<file path="src/vpa_pkg.sv">
package vpa_pkg;

    // Gains are unsigned with eight fraction bits, so 0x100 is unity.
    localparam int         VPA_GAIN_W     = 10;
    localparam int         VPA_GAIN_FRAC  = 8;
    localparam logic [9:0] VPA_GAIN_UNITY = 10'h100;
    // Half and double gain bound every gain to roughly +/-6 dB.
    localparam logic [9:0] VPA_GAIN_MIN   = 10'h080;
    localparam logic [9:0] VPA_GAIN_MAX   = 10'h200;

    // Black offset register width; the value is two's complement.
    localparam int         VPA_OFS_W      = 10;
    localparam logic [9:0] VPA_OFS_RST    = 10'h000;

    // Register byte addresses on the Avalon-MM slave.
    localparam int         VPA_ADDR_W     = 5;
    localparam logic [4:0] VPA_ADR_CTRL   = 5'h00;
    localparam logic [4:0] VPA_ADR_YGAIN  = 5'h04;
    localparam logic [4:0] VPA_ADR_CBGAIN = 5'h08;
    localparam logic [4:0] VPA_ADR_CRGAIN = 5'h0C;
    localparam logic [4:0] VPA_ADR_BLKOFS = 5'h10;
    localparam logic [4:0] VPA_ADR_SYNCG  = 5'h14;
    localparam logic [4:0] VPA_ADR_CHRG   = 5'h18;
    localparam logic [4:0] VPA_ADR_BLKLVL = 5'h1C;

    // Control register fields; all three loops come up switched on.
    localparam int         VPA_CTRL_SYNC_LOOP   = 0;
    localparam int         VPA_CTRL_CHROMA_LOOP = 1;
    localparam int         VPA_CTRL_BLACK_TRACK = 2;
    localparam logic [2:0] VPA_CTRL_RST         = 3'h7;

    // Loop dead band and leaky average shift of the level trackers.
    localparam int         VPA_LOOP_HYST   = 4;
    localparam int         VPA_TRACK_SHIFT = 4;

    typedef enum logic [1:0] {
        VPA_BUS_IDLE = 2'b01,
        VPA_BUS_ACK  = 2'b10
    } vpa_bus_e;

endpackage

</file>
<file path="src/vpa_scale.sv">
`timescale 1ns/10ps
`default_nettype none

module vpa_scale
    import vpa_pkg::*;
#(
    parameter int IW         = 12,
    parameter int OW         = 10,
    parameter bit SIGNED_OUT = 1'b0
) (
    // Sample in
    input  wire logic signed [IW-1:0]        sample,
    input  wire logic        [VPA_GAIN_W:0]  gain,
    input  wire logic        [VPA_OFS_W-1:0] offset,
    // Sample out
    output logic             [OW-1:0]        result
);

    localparam int SW = IW + 5;
    localparam logic signed [SW-1:0] HI = SIGNED_OUT ?
        SW'((1 << (OW - 1)) - 1) : SW'((1 << OW) - 1);
    localparam logic signed [SW-1:0] LO = SIGNED_OUT ?
        SW'(-(1 << (OW - 1))) : '0;

    logic signed [IW+11:0] prod;
    logic signed [SW-1:0]  sum;

    assign prod = sample * $signed({1'b0, gain});
    assign sum  = $signed({prod[IW+11], prod[IW+11:VPA_GAIN_FRAC]})
                + $signed({{(SW-VPA_OFS_W){offset[VPA_OFS_W-1]}}, offset});

    // Clipping keeps highlights from folding into black.
    always_comb begin
        if (sum > HI) begin
            result = HI[OW-1:0];
        end else if (sum < LO) begin
            result = LO[OW-1:0];
        end else begin
            result = sum[OW-1:0];
        end
    end

endmodule

`default_nettype wire

</file>
<file path="src/vpa_top.sv">
// Notes on behaviour
// - Sync loop on: luma gain steers measured sync height to its reference.
// - Automatic luma gain stays between half and double, about +/-6 dB.
// - Sync loop off: automatic luma gain is unity, only manual gain scales luma.
// - Manual luma gain multiplies with the automatic luma gain.
// - Chroma loop on: chroma gain steers measured burst height to reference.
// - Automatic chroma gain stays between half and double, about +/-6 dB.
// - Chroma loop off: automatic chroma gain is unity.
// - Manual Cb and Cr gains multiply with the automatic chroma gain.
// - A control bit switches black tracking on or off on its own.
// - Black tracking measures black level and subtracts it from luma.
// - Manual black offset is added whether or not black tracking runs.
// - Manual luma gain is clamped to about +/-6 dB.
// - Separate Cb and Cr gains, each clamped to about +/-6 dB.
// - A signed offset is added to the luma output as brightness.
// - Gain and offset act on combed samples, registered once to the output.
`timescale 1ns/10ps
`default_nettype none

module vpa_top
    import vpa_pkg::*;
#(
    parameter int DW        = 10,
    parameter int SYNC_REF  = 192,
    parameter int BURST_REF = 96
) (
    // Clock and reset
    input  wire logic                  mclk,
    input  wire logic                  rst_n,
    // Avalon-MM slave
    input  wire logic [VPA_ADDR_W-1:0] avs_address,
    input  wire logic                  avs_read,
    input  wire logic                  avs_write,
    input  wire logic [31:0]           avs_writedata,
    output logic      [31:0]           avs_readdata,
    output logic                       avs_waitrequest,
    // Combed video in
    input  wire logic                  vin_valid,
    input  wire logic [DW-1:0]         vin_y,
    input  wire logic [DW-1:0]         vin_cb,
    input  wire logic [DW-1:0]         vin_cr,
    input  wire logic                  vin_sync,
    input  wire logic                  vin_burst,
    input  wire logic                  vin_black,
    // Processed video out
    output logic                       vout_valid,
    output logic      [DW-1:0]         vout_y,
    output logic      [DW-1:0]         vout_cb,
    output logic      [DW-1:0]         vout_cr
);

    localparam int MW = DW + 2;
    localparam logic [MW-1:0] SYNC_LO  = MW'(SYNC_REF - VPA_LOOP_HYST);
    localparam logic [MW-1:0] SYNC_HI  = MW'(SYNC_REF + VPA_LOOP_HYST);
    localparam logic [MW-1:0] BURST_LO = MW'(BURST_REF - VPA_LOOP_HYST);
    localparam logic [MW-1:0] BURST_HI = MW'(BURST_REF + VPA_LOOP_HYST);

    typedef struct packed {
        vpa_bus_e                bus;
        logic [31:0]             rdata;
        logic [2:0]              ctrl;
        logic [VPA_GAIN_W-1:0]   ygain;
        logic [VPA_GAIN_W-1:0]   cbgain;
        logic [VPA_GAIN_W-1:0]   crgain;
        logic [VPA_OFS_W-1:0]    blk_ofs;
        logic [VPA_GAIN_W-1:0]   sync_gain;
        logic [VPA_GAIN_W-1:0]   chroma_gain;
        logic [DW-1:0]           blk_lvl;
        logic [DW-1:0]           tip_lvl;
        logic [DW-1:0]           burst_pk;
        logic                    sync_d;
        logic                    burst_d;
        logic                    vout_valid;
        logic [DW-1:0]           y;
        logic [DW-1:0]           cb;
        logic [DW-1:0]           cr;
    } vpa_state_s;

    localparam vpa_state_s ST_RST = '{
        bus:         VPA_BUS_IDLE,
        rdata:       '0,
        ctrl:        VPA_CTRL_RST,
        ygain:       VPA_GAIN_UNITY,
        cbgain:      VPA_GAIN_UNITY,
        crgain:      VPA_GAIN_UNITY,
        blk_ofs:     VPA_OFS_RST,
        sync_gain:   VPA_GAIN_UNITY,
        chroma_gain: VPA_GAIN_UNITY,
        blk_lvl:     '0,
        tip_lvl:     '0,
        burst_pk:    '0,
        sync_d:      1'b0,
        burst_d:     1'b0,
        vout_valid:  1'b0,
        y:           '0,
        cb:          '0,
        cr:          '0
    };

    vpa_state_s st_reg;
    vpa_state_s st_next;

    // Software may write any value; the gain range is enforced here.
    function automatic logic [VPA_GAIN_W-1:0] clamp_gain(
        input logic [VPA_GAIN_W-1:0] g
    );
        if (g < VPA_GAIN_MIN) begin
            return VPA_GAIN_MIN;
        end else if (g > VPA_GAIN_MAX) begin
            return VPA_GAIN_MAX;
        end else begin
            return g;
        end
    endfunction

    // Product of two gains, back to eight fraction bits.
    function automatic logic [VPA_GAIN_W:0] mix_gain(
        input logic [VPA_GAIN_W-1:0] a,
        input logic [VPA_GAIN_W-1:0] b
    );
        logic [2*VPA_GAIN_W-1:0] p;
        p = a * b;
        return p[VPA_GAIN_W+VPA_GAIN_FRAC:VPA_GAIN_FRAC];
    endfunction

    // Datapath, one channel per scaler: luma, Cb, Cr.
    logic signed [MW-1:0]        ch_in   [3];
    logic        [VPA_GAIN_W:0]  ch_gain [3];
    logic        [VPA_OFS_W-1:0] ch_ofs  [3];
    logic        [DW-1:0]        ch_out  [3];
    logic        [DW-1:0]        blk_sub;

    // The tracked level is removed only while tracking is switched on.
    assign blk_sub = st_reg.ctrl[VPA_CTRL_BLACK_TRACK] ?
                     st_reg.blk_lvl : '0;
    assign ch_in[0]   = $signed({2'b00, vin_y}) - $signed({2'b00, blk_sub});
    assign ch_in[1]   = $signed({{2{vin_cb[DW-1]}}, vin_cb});
    assign ch_in[2]   = $signed({{2{vin_cr[DW-1]}}, vin_cr});
    assign ch_gain[0] = mix_gain(st_reg.ygain, st_reg.sync_gain);
    assign ch_gain[1] = mix_gain(st_reg.cbgain, st_reg.chroma_gain);
    assign ch_gain[2] = mix_gain(st_reg.crgain, st_reg.chroma_gain);
    assign ch_ofs[0]  = st_reg.blk_ofs;
    assign ch_ofs[1]  = '0;
    assign ch_ofs[2]  = '0;

    genvar gi;
    generate
        for (gi = 0; gi < 3; gi++) begin : g_chan
            vpa_scale #(
                .IW         (MW),
                .OW         (DW),
                .SIGNED_OUT (gi != 0)
            ) u_scale (
                .sample (ch_in[gi]),
                .gain   (ch_gain[gi]),
                .offset (ch_ofs[gi]),
                .result (ch_out[gi])
            );
        end
    endgenerate

    // Level measurements feeding both loops.
    logic                 sync_end;
    logic                 burst_end;
    logic [DW-1:0]        sync_amp;
    logic [DW-1:0]        cb_abs;
    logic [DW-1:0]        cr_abs;
    logic [DW-1:0]        chroma_abs;
    logic [MW-1:0]        sync_meas;
    logic [MW-1:0]        burst_meas;
    logic [DW+VPA_GAIN_W-1:0] sync_prod;
    logic [DW+VPA_GAIN_W-1:0] burst_prod;

    assign sync_end   = st_reg.sync_d & ~vin_sync;
    assign burst_end  = st_reg.burst_d & ~vin_burst;
    assign sync_amp   = (st_reg.blk_lvl > st_reg.tip_lvl) ?
                        st_reg.blk_lvl - st_reg.tip_lvl : '0;
    assign cb_abs     = vin_cb[DW-1] ? DW'(-vin_cb) : vin_cb;
    assign cr_abs     = vin_cr[DW-1] ? DW'(-vin_cr) : vin_cr;
    assign chroma_abs = (cb_abs > cr_abs) ? cb_abs : cr_abs;
    // Compare after the loop's own gain so each loop converges on the ref.
    assign sync_prod  = sync_amp * st_reg.sync_gain;
    assign burst_prod = st_reg.burst_pk * st_reg.chroma_gain;
    assign sync_meas  = sync_prod[DW+VPA_GAIN_W-1:VPA_GAIN_FRAC];
    assign burst_meas = burst_prod[DW+VPA_GAIN_W-1:VPA_GAIN_FRAC];

    // Leaky average step towards the current sample.
    function automatic logic [DW-1:0] track(
        input logic [DW-1:0] lvl,
        input logic [DW-1:0] smp
    );
        logic signed [DW:0] diff;
        logic signed [DW:0] sum;
        diff = $signed({1'b0, smp}) - $signed({1'b0, lvl});
        sum  = $signed({1'b0, lvl}) + (diff >>> VPA_TRACK_SHIFT);
        return sum[DW-1:0];
    endfunction

    always_comb begin
        st_next            = st_reg;
        st_next.sync_d     = vin_sync;
        st_next.burst_d    = vin_burst;
        st_next.vout_valid = vin_valid;
        if (vin_valid) begin
            st_next.y  = ch_out[0];
            st_next.cb = ch_out[1];
            st_next.cr = ch_out[2];
            if (vin_black) begin
                st_next.blk_lvl = track(st_reg.blk_lvl, vin_y);
            end
            if (vin_sync) begin
                st_next.tip_lvl = track(st_reg.tip_lvl, vin_y);
            end
            if (vin_burst && !st_reg.burst_d) begin
                st_next.burst_pk = chroma_abs;
            end else if (vin_burst && chroma_abs > st_reg.burst_pk) begin
                st_next.burst_pk = chroma_abs;
            end
        end
        if (!st_reg.ctrl[VPA_CTRL_SYNC_LOOP]) begin
            st_next.sync_gain = VPA_GAIN_UNITY;
        end else if (sync_end) begin
            if (sync_meas < SYNC_LO && st_reg.sync_gain < VPA_GAIN_MAX) begin
                st_next.sync_gain = st_reg.sync_gain + 10'h001;
            end else if (sync_meas > SYNC_HI &&
                         st_reg.sync_gain > VPA_GAIN_MIN) begin
                st_next.sync_gain = st_reg.sync_gain - 10'h001;
            end
        end
        if (!st_reg.ctrl[VPA_CTRL_CHROMA_LOOP]) begin
            st_next.chroma_gain = VPA_GAIN_UNITY;
        end else if (burst_end) begin
            if (burst_meas < BURST_LO &&
                st_reg.chroma_gain < VPA_GAIN_MAX) begin
                st_next.chroma_gain =
                    st_reg.chroma_gain + 10'h001;
            end else if (burst_meas > BURST_HI &&
                         st_reg.chroma_gain > VPA_GAIN_MIN) begin
                st_next.chroma_gain =
                    st_reg.chroma_gain - 10'h001;
            end
        end
        // A request waits one cycle, then completes on the second edge.
        case (st_reg.bus)
            VPA_BUS_IDLE: begin
                if (avs_read || avs_write) begin
                    st_next.bus   = VPA_BUS_ACK;
                    st_next.rdata = '0;
                    if (avs_read) begin
                        case (avs_address)
                            VPA_ADR_CTRL:   st_next.rdata[2:0] = st_reg.ctrl;
                            VPA_ADR_YGAIN:  st_next.rdata[9:0] = st_reg.ygain;
                            VPA_ADR_CBGAIN: st_next.rdata[9:0] = st_reg.cbgain;
                            VPA_ADR_CRGAIN: st_next.rdata[9:0] = st_reg.crgain;
                            VPA_ADR_BLKOFS: st_next.rdata[9:0] =
                                                st_reg.blk_ofs;
                            VPA_ADR_SYNCG:  st_next.rdata[9:0] =
                                                st_reg.sync_gain;
                            VPA_ADR_CHRG:   st_next.rdata[9:0] =
                                                st_reg.chroma_gain;
                            VPA_ADR_BLKLVL: st_next.rdata[DW-1:0] =
                                                st_reg.blk_lvl;
                            default:        st_next.rdata = '0;
                        endcase
                    end
                end
            end
            VPA_BUS_ACK: begin
                st_next.bus = VPA_BUS_IDLE;
                if (avs_write) begin
                    case (avs_address)
                        VPA_ADR_CTRL:   st_next.ctrl =
                            avs_writedata[2:0];
                        VPA_ADR_YGAIN:  st_next.ygain =
                            clamp_gain(avs_writedata[9:0]);
                        VPA_ADR_CBGAIN: st_next.cbgain =
                            clamp_gain(avs_writedata[9:0]);
                        VPA_ADR_CRGAIN: st_next.crgain =
                            clamp_gain(avs_writedata[9:0]);
                        VPA_ADR_BLKOFS: st_next.blk_ofs =
                            avs_writedata[VPA_OFS_W-1:0];
                        default:        st_next.bus = VPA_BUS_IDLE;
                    endcase
                end
            end
            default: begin
                st_next.bus = VPA_BUS_IDLE;
            end
        endcase
    end

    always_ff @(posedge mclk) begin
        if (!rst_n) begin
            st_reg <= ST_RST;
        end else begin
            st_reg <= st_next;
        end
    end

    assign avs_waitrequest = (avs_read | avs_write) &
                             (st_reg.bus != VPA_BUS_ACK);
    assign avs_readdata    = st_reg.rdata;
    assign vout_valid      = st_reg.vout_valid;
    assign vout_y          = st_reg.y;
    assign vout_cb         = st_reg.cb;
    assign vout_cr         = st_reg.cr;

    // Expected luma when every gain is unity and tracking is off.
    logic signed [MW-1:0] exp_sum;
    logic        [DW-1:0] exp_y;
    assign exp_sum = $signed({2'b00, vin_y}) + $signed(
        {{(MW-VPA_OFS_W){st_reg.blk_ofs[VPA_OFS_W-1]}}, st_reg.blk_ofs});
    assign exp_y = exp_sum[MW-1] ? '0 :
                   (exp_sum[MW-2:DW] != '0) ? '1 : exp_sum[DW-1:0];

    property p_sync_off;
        @(posedge mclk) disable iff (!rst_n)
        !st_reg.ctrl[VPA_CTRL_SYNC_LOOP] |=>
            st_reg.sync_gain == VPA_GAIN_UNITY;
    endproperty
    a_sync_off: assert property (p_sync_off)
        else $error("Luma gain not unity with sync loop off.");

    property p_sync_range;
        @(posedge mclk) disable iff (!rst_n)
        st_reg.sync_gain >= VPA_GAIN_MIN && st_reg.sync_gain <= VPA_GAIN_MAX;
    endproperty
    a_sync_range: assert property (p_sync_range)
        else $error("Automatic luma gain outside its range.");

    property p_sync_up;
        @(posedge mclk) disable iff (!rst_n)
        st_reg.ctrl[VPA_CTRL_SYNC_LOOP] && sync_end && sync_meas < SYNC_LO &&
        st_reg.sync_gain < VPA_GAIN_MAX |=>
            st_reg.sync_gain == $past(st_reg.sync_gain) + 10'h001;
    endproperty
    a_sync_up: assert property (p_sync_up)
        else $error("Small sync did not raise the luma gain.");

    property p_chroma_off;
        @(posedge mclk) disable iff (!rst_n)
        !st_reg.ctrl[VPA_CTRL_CHROMA_LOOP] |=>
            st_reg.chroma_gain == VPA_GAIN_UNITY;
    endproperty
    a_chroma_off: assert property (p_chroma_off)
        else $error("Chroma gain not unity with chroma loop off.");

    property p_chroma_range;
        @(posedge mclk) disable iff (!rst_n)
        st_reg.chroma_gain inside {[VPA_GAIN_MIN:VPA_GAIN_MAX]};
    endproperty
    a_chroma_range: assert property (p_chroma_range)
        else $error("Automatic chroma gain outside its range.");

    property p_chroma_down;
        @(posedge mclk) disable iff (!rst_n)
        st_reg.ctrl[VPA_CTRL_CHROMA_LOOP] && burst_end &&
        burst_meas > BURST_HI && st_reg.chroma_gain > VPA_GAIN_MIN |=>
            st_reg.chroma_gain == $past(st_reg.chroma_gain) - 10'h001;
    endproperty
    a_chroma_down: assert property (p_chroma_down)
        else $error("Large burst did not lower the chroma gain.");

    property p_ygain_clamp;
        @(posedge mclk) disable iff (!rst_n)
        st_reg.bus == VPA_BUS_ACK && avs_write &&
        avs_address == VPA_ADR_YGAIN && avs_writedata[9:0] > VPA_GAIN_MAX
        |=> st_reg.ygain == VPA_GAIN_MAX;
    endproperty
    a_ygain_clamp: assert property (p_ygain_clamp)
        else $error("Manual luma gain not clamped.");

    property p_offset;
        @(posedge mclk) disable iff (!rst_n)
        vin_valid && st_reg.ygain == VPA_GAIN_UNITY &&
        st_reg.sync_gain == VPA_GAIN_UNITY &&
        !st_reg.ctrl[VPA_CTRL_BLACK_TRACK] |=> vout_y == $past(exp_y);
    endproperty
    a_offset: assert property (p_offset)
        else $error("Luma output is not input plus black offset.");

    property p_black_track;
        @(posedge mclk) disable iff (!rst_n)
        vin_valid && vin_black && vin_y > st_reg.blk_lvl |=>
            st_reg.blk_lvl >= $past(st_reg.blk_lvl);
    endproperty
    a_black_track: assert property (p_black_track)
        else $error("Black level moved away from the input.");

    property p_stream;
        @(posedge mclk) disable iff (!rst_n)
        vin_valid |=> vout_valid;
    endproperty
    a_stream: assert property (p_stream)
        else $error("Output sample missing one cycle after input.");

    property p_bus_answer;
        @(posedge mclk) disable iff (!rst_n)
        (avs_read || avs_write) && st_reg.bus == VPA_BUS_IDLE |=>
            !avs_waitrequest;
    endproperty
    a_bus_answer: assert property (p_bus_answer)
        else $error("Bus request not answered on the second edge.");

endmodule

`default_nettype wire

</file>
<file path="config.mk">
export PLATFORM = sky130hd
export DESIGN_NAME = vpa_top
export DESIGN_NICKNAME = d
export VERILOG_FILES = /design/src/vpa_pkg.sv /design/src/vpa_scale.sv /design/src/vpa_top.sv
export SDC_FILE = /design/constraint.sdc
export NUM_CORES = 2
export LEC_CHECK = 0
export ABC_CLOCK_PERIOD_IN_PS = 16030
export BUFFER_PORTS_ARGS = -buffer_cell sky130_fd_sc_hd__buf_2
export CELL_PAD_IN_SITES_DETAIL_PLACEMENT = 1
export CELL_PAD_IN_SITES_GLOBAL_PLACEMENT = 1
export CORE_MARGIN = 2
export CORE_UTILIZATION = 50
export CTS_CLUSTER_SIZE = 8
export DETAILED_ROUTE_END_ITERATION = 16
export PLACE_DENSITY = 0.84
export SETUP_SLACK_MARGIN = 0.1
export SLEW_MARGIN = 0
export SYNTH_ARGS = -nofsm -noshare
export SYNTH_HDL_FRONTEND = slang
export SYNTH_SLANG_ARGS = --single-unit
</file>
<file path="constraint.sdc">
create_clock -name mclk -period 16.03 [get_ports mclk]
set_input_delay 0 -clock mclk [delete_from_list [all_inputs] [get_ports mclk]]
set_output_delay 0 -clock mclk [all_outputs]
set_load 0.01 [all_outputs]
</file>
==> results.ini <==
[job]
cap_violations=0

[clock_tree]
clock_path_buffers=2
cts_sinks=138
clock_latency_ps=510
cts_setup_buffers=0
cts_made_buffers=17
cts_tree=done
cts_max_level=4
path_clk_slew_ps=80
ctsRootBufferMaster=clkbuf_16

[route]
ant_nets=0
vias=30130
wl_per_cell_um=19.96
drc=10
wirelength_um=105300
drt-pass1-iter-count=13
detail_route.iter0.violations=1367
vias_per_cell=5.709

[logic_synthesis]
synth.top_cell.area_share_pct=28.64
syn_avg_cell_area_sq_um=8.495
netlist_instances=4345
synth_edf_count=0
synth_seq_area_share_pct=7.485
ys_types=87
synthFlopType=dfxtp_1
yosysWarnings=0
synthTopCellsByArea=fa_1 (29%), ha_1 (19%), dfxtp_1 (7.5%), inv_1 (6.8%), and2_1 (5.5%)
yosys.area.top_type=fa_1
async_flop_share_pct=0
ys_ff_latch=138
syn-cell-area_sq_um=36910

[sta]
period_needed_ps=13390
fin_worst_skew_ps=19.28
worstMarginPinSlew_ps=1338
fin_setup_tns_ps=0
drv_slew=0
final_hold_viol_count=0
fmax_mhz=74.68
slew_headroom_pct=10.48
grt_setup_unrepaired=false
final_min_period_over_clock_period_pct=83.53
setup_viol=0

[setup_path]
reg2reg_to=vout_y[6]
startpoint=st_reg[116]
path_class=reg2reg
required_ps=16360
arrival_ps=13720
cp-start-kind=register
rr_startpoint=st_reg[116]
rr_worst_depth=42
crit_path_max_fanout=12
ff2ff_setup_slack_ps=2640
crit_path_end=vout_y[6]
cp_slowest_cell=a2111oi_2
slowest_delay_ps=880
cp_common_cell=fa_1
critPathCaptureType=register

[power]
total_power_mw=3.873
power.share.switching_pct=53.24
intPower_mw=1.811
pwr-share-clk_pct=11.6
pwr-share-comb_pct=77.3
p_leak_nw=20.17
p_per_area_nw_per_um2=100.2
power_frac_seq_pct=11.1
p_switching_mw=2.062
ir_worst_vdd_mv=0.08963

[final_layout]
final_common_cell=inv_1
drive_above_1_share_pct=5.375
largest_reg_flops=87
nFillCells=8802
multi_input_area_sq_um=30620
num-nets-final=5472
syn_to_final_growth_pct=4.725
mostFrequentLayoutCells=inv_1 (664), ha_1 (566), fa_1 (528), nand2_1 (511), and2_1 (324)
register_area_sq_um=2763

[place]
port_buffers=94
gp_congestion=0.8863
dp_hpwl_um=84220

[floorplan]
dieArea_sq_um=76010
core_area_sq_um=73080
fp.dieH_um=275.7
fp-row-count=99
start_util_pct=50.51
io_pins=139
fp.dieW_um=275.7

[global_routing]
grt_pass1_wl_um=172300
grt_max_degree=79
grt_overflow=0
grt_antenna_before_repair=1
top_usage_layer=met2
grt_use_met1_pct=32.49
grt_pass1_vias=33790
gr-usage-met3_pct=3.254
met2_usage_pct=53.03
gr-usage-all-layers_pct=28.52

[hold_path]
hold_path.class=in2reg

[status]
violations=DRC
status=finished, violations left

[logic make-up after synthesis]
kind of cell	Yosys count	synth area share (%)
AO/OA/AOI/OAI	564	10.36
other	1	0.01016
AND/OR/NAND/NOR	1413	18.42
buffers and inverters	901	9.797
adder cells (fa/ha/maj)	1094	47.82
XOR/XNOR	179	4.285
flip-flops	138	7.485
multiplexers	55	1.820
[cells in the mapped netlist (39+ instances only)]
master / n
a21oi_1: 181
dfxtp_1: 138
xor2_1: 64
ha_1: 566
mux2i_1: 39
o21ai_0: 74
inv_1: 665
clkbuf_1: 166
nor2_1: 282
fa_1: 528
nand2b_1: 56
and2_1: 324
a21o_1: 52
nand2_1: 511
nor3_1: 51
xnor2_1: 114
nand3_1: 44
buf_4: 62
[power groups by stage]
| stage | Combinational [mW] | Clock (mW) | Sequential [mW] |
|---|---|---|---|
| global route | 3.39 | 0.466 | 0.434 |
| CTS | 3.02 | 0.455 | 0.429 |
| finish | 3.00 | 0.448 | 0.430 |
| detailed placement | 2.97 | 0 | 0.437 |
| global placement | 2.82 | 0 | 0.435 |
| floorplan | 2.23 | 0 | 0.415 |
[how the worst min path moves through the flow]
| stage | from | slack [ps] | to | depth (start not counted) |
|---|---|---|---|---|
| floorplan | vin_burst | 120 | st_reg[31] | 1 |
| global placement | avs_writedata[2] | 280 | st_reg[125] | 3 |
| detailed placement | avs_writedata[8] | 300 | ch_ofs[28] | 3 |
| CTS | avs_writedata[7] | 5 | ch_ofs[27] | 5 |
| global route | avs_writedata[7] | 80 | ch_ofs[27] | 5 |
| finish | avs_writedata[7] | 60 | ch_ofs[27] | 5 |
[per-layer routing]
| layer | wire (um) | vias up |
|---|---|---|
| li1 | - | 13820 |
| met1 | 41390 | 15410 |
| met2 | 55350 | 648 |
| met3 | 3673 | 250 |
| met4 | 4909 | 0 |
| met5 | 0 | - |
[worst max-delay path: cells and delay by family (launching register included)]
family / cells / cell delay, ps
and+or+nand+nor: 5 / 910
xor gates and xnor gates: 2 / 470
AOI/OAI and AO/OA: 15 / 5120
DFF: 1 / 650
adders and majority gates: 13 / 5660
buffers and inverters: 7 / 410
[final cells by class]
class / count / area share (%)
Multi-Input combinational cell: 3327 / 79.20
Sequential cell: 138 / 7.147
Inverter: 665 / 6.458
Tap cell: 959 / 3.104
Timing Repair Buffer: 154 / 2.473
Clock buffer: 18 / 1.136
Clock inverter: 14 / 0.4661
Antenna cell: 2 / 0.01295
[repair_timing]
item | CTS | global route
hold buffers | 14 | 0
resized for setup | 0 | 0
endpoints found under the hold margin | 43 | 0
[metrics by stage]
stage          hold WS (ps)  util [%]  setup WS [ps]  cells  cell area [sq um]
2_1_floorplan         121.7         -           3927   4366              36990
3_3_place_gp          277.5     51.85           3003   5229              37890
3_5_place_dp          303.1     51.85           2719   5229              37890
4_1_cts               4.949     52.88           2671   5275              38650
5_1_grt               80.27     52.88           1768   5275              38650
6_report              64.30     52.89           2640   5277              38650
(Power assumes the default switching activity.)
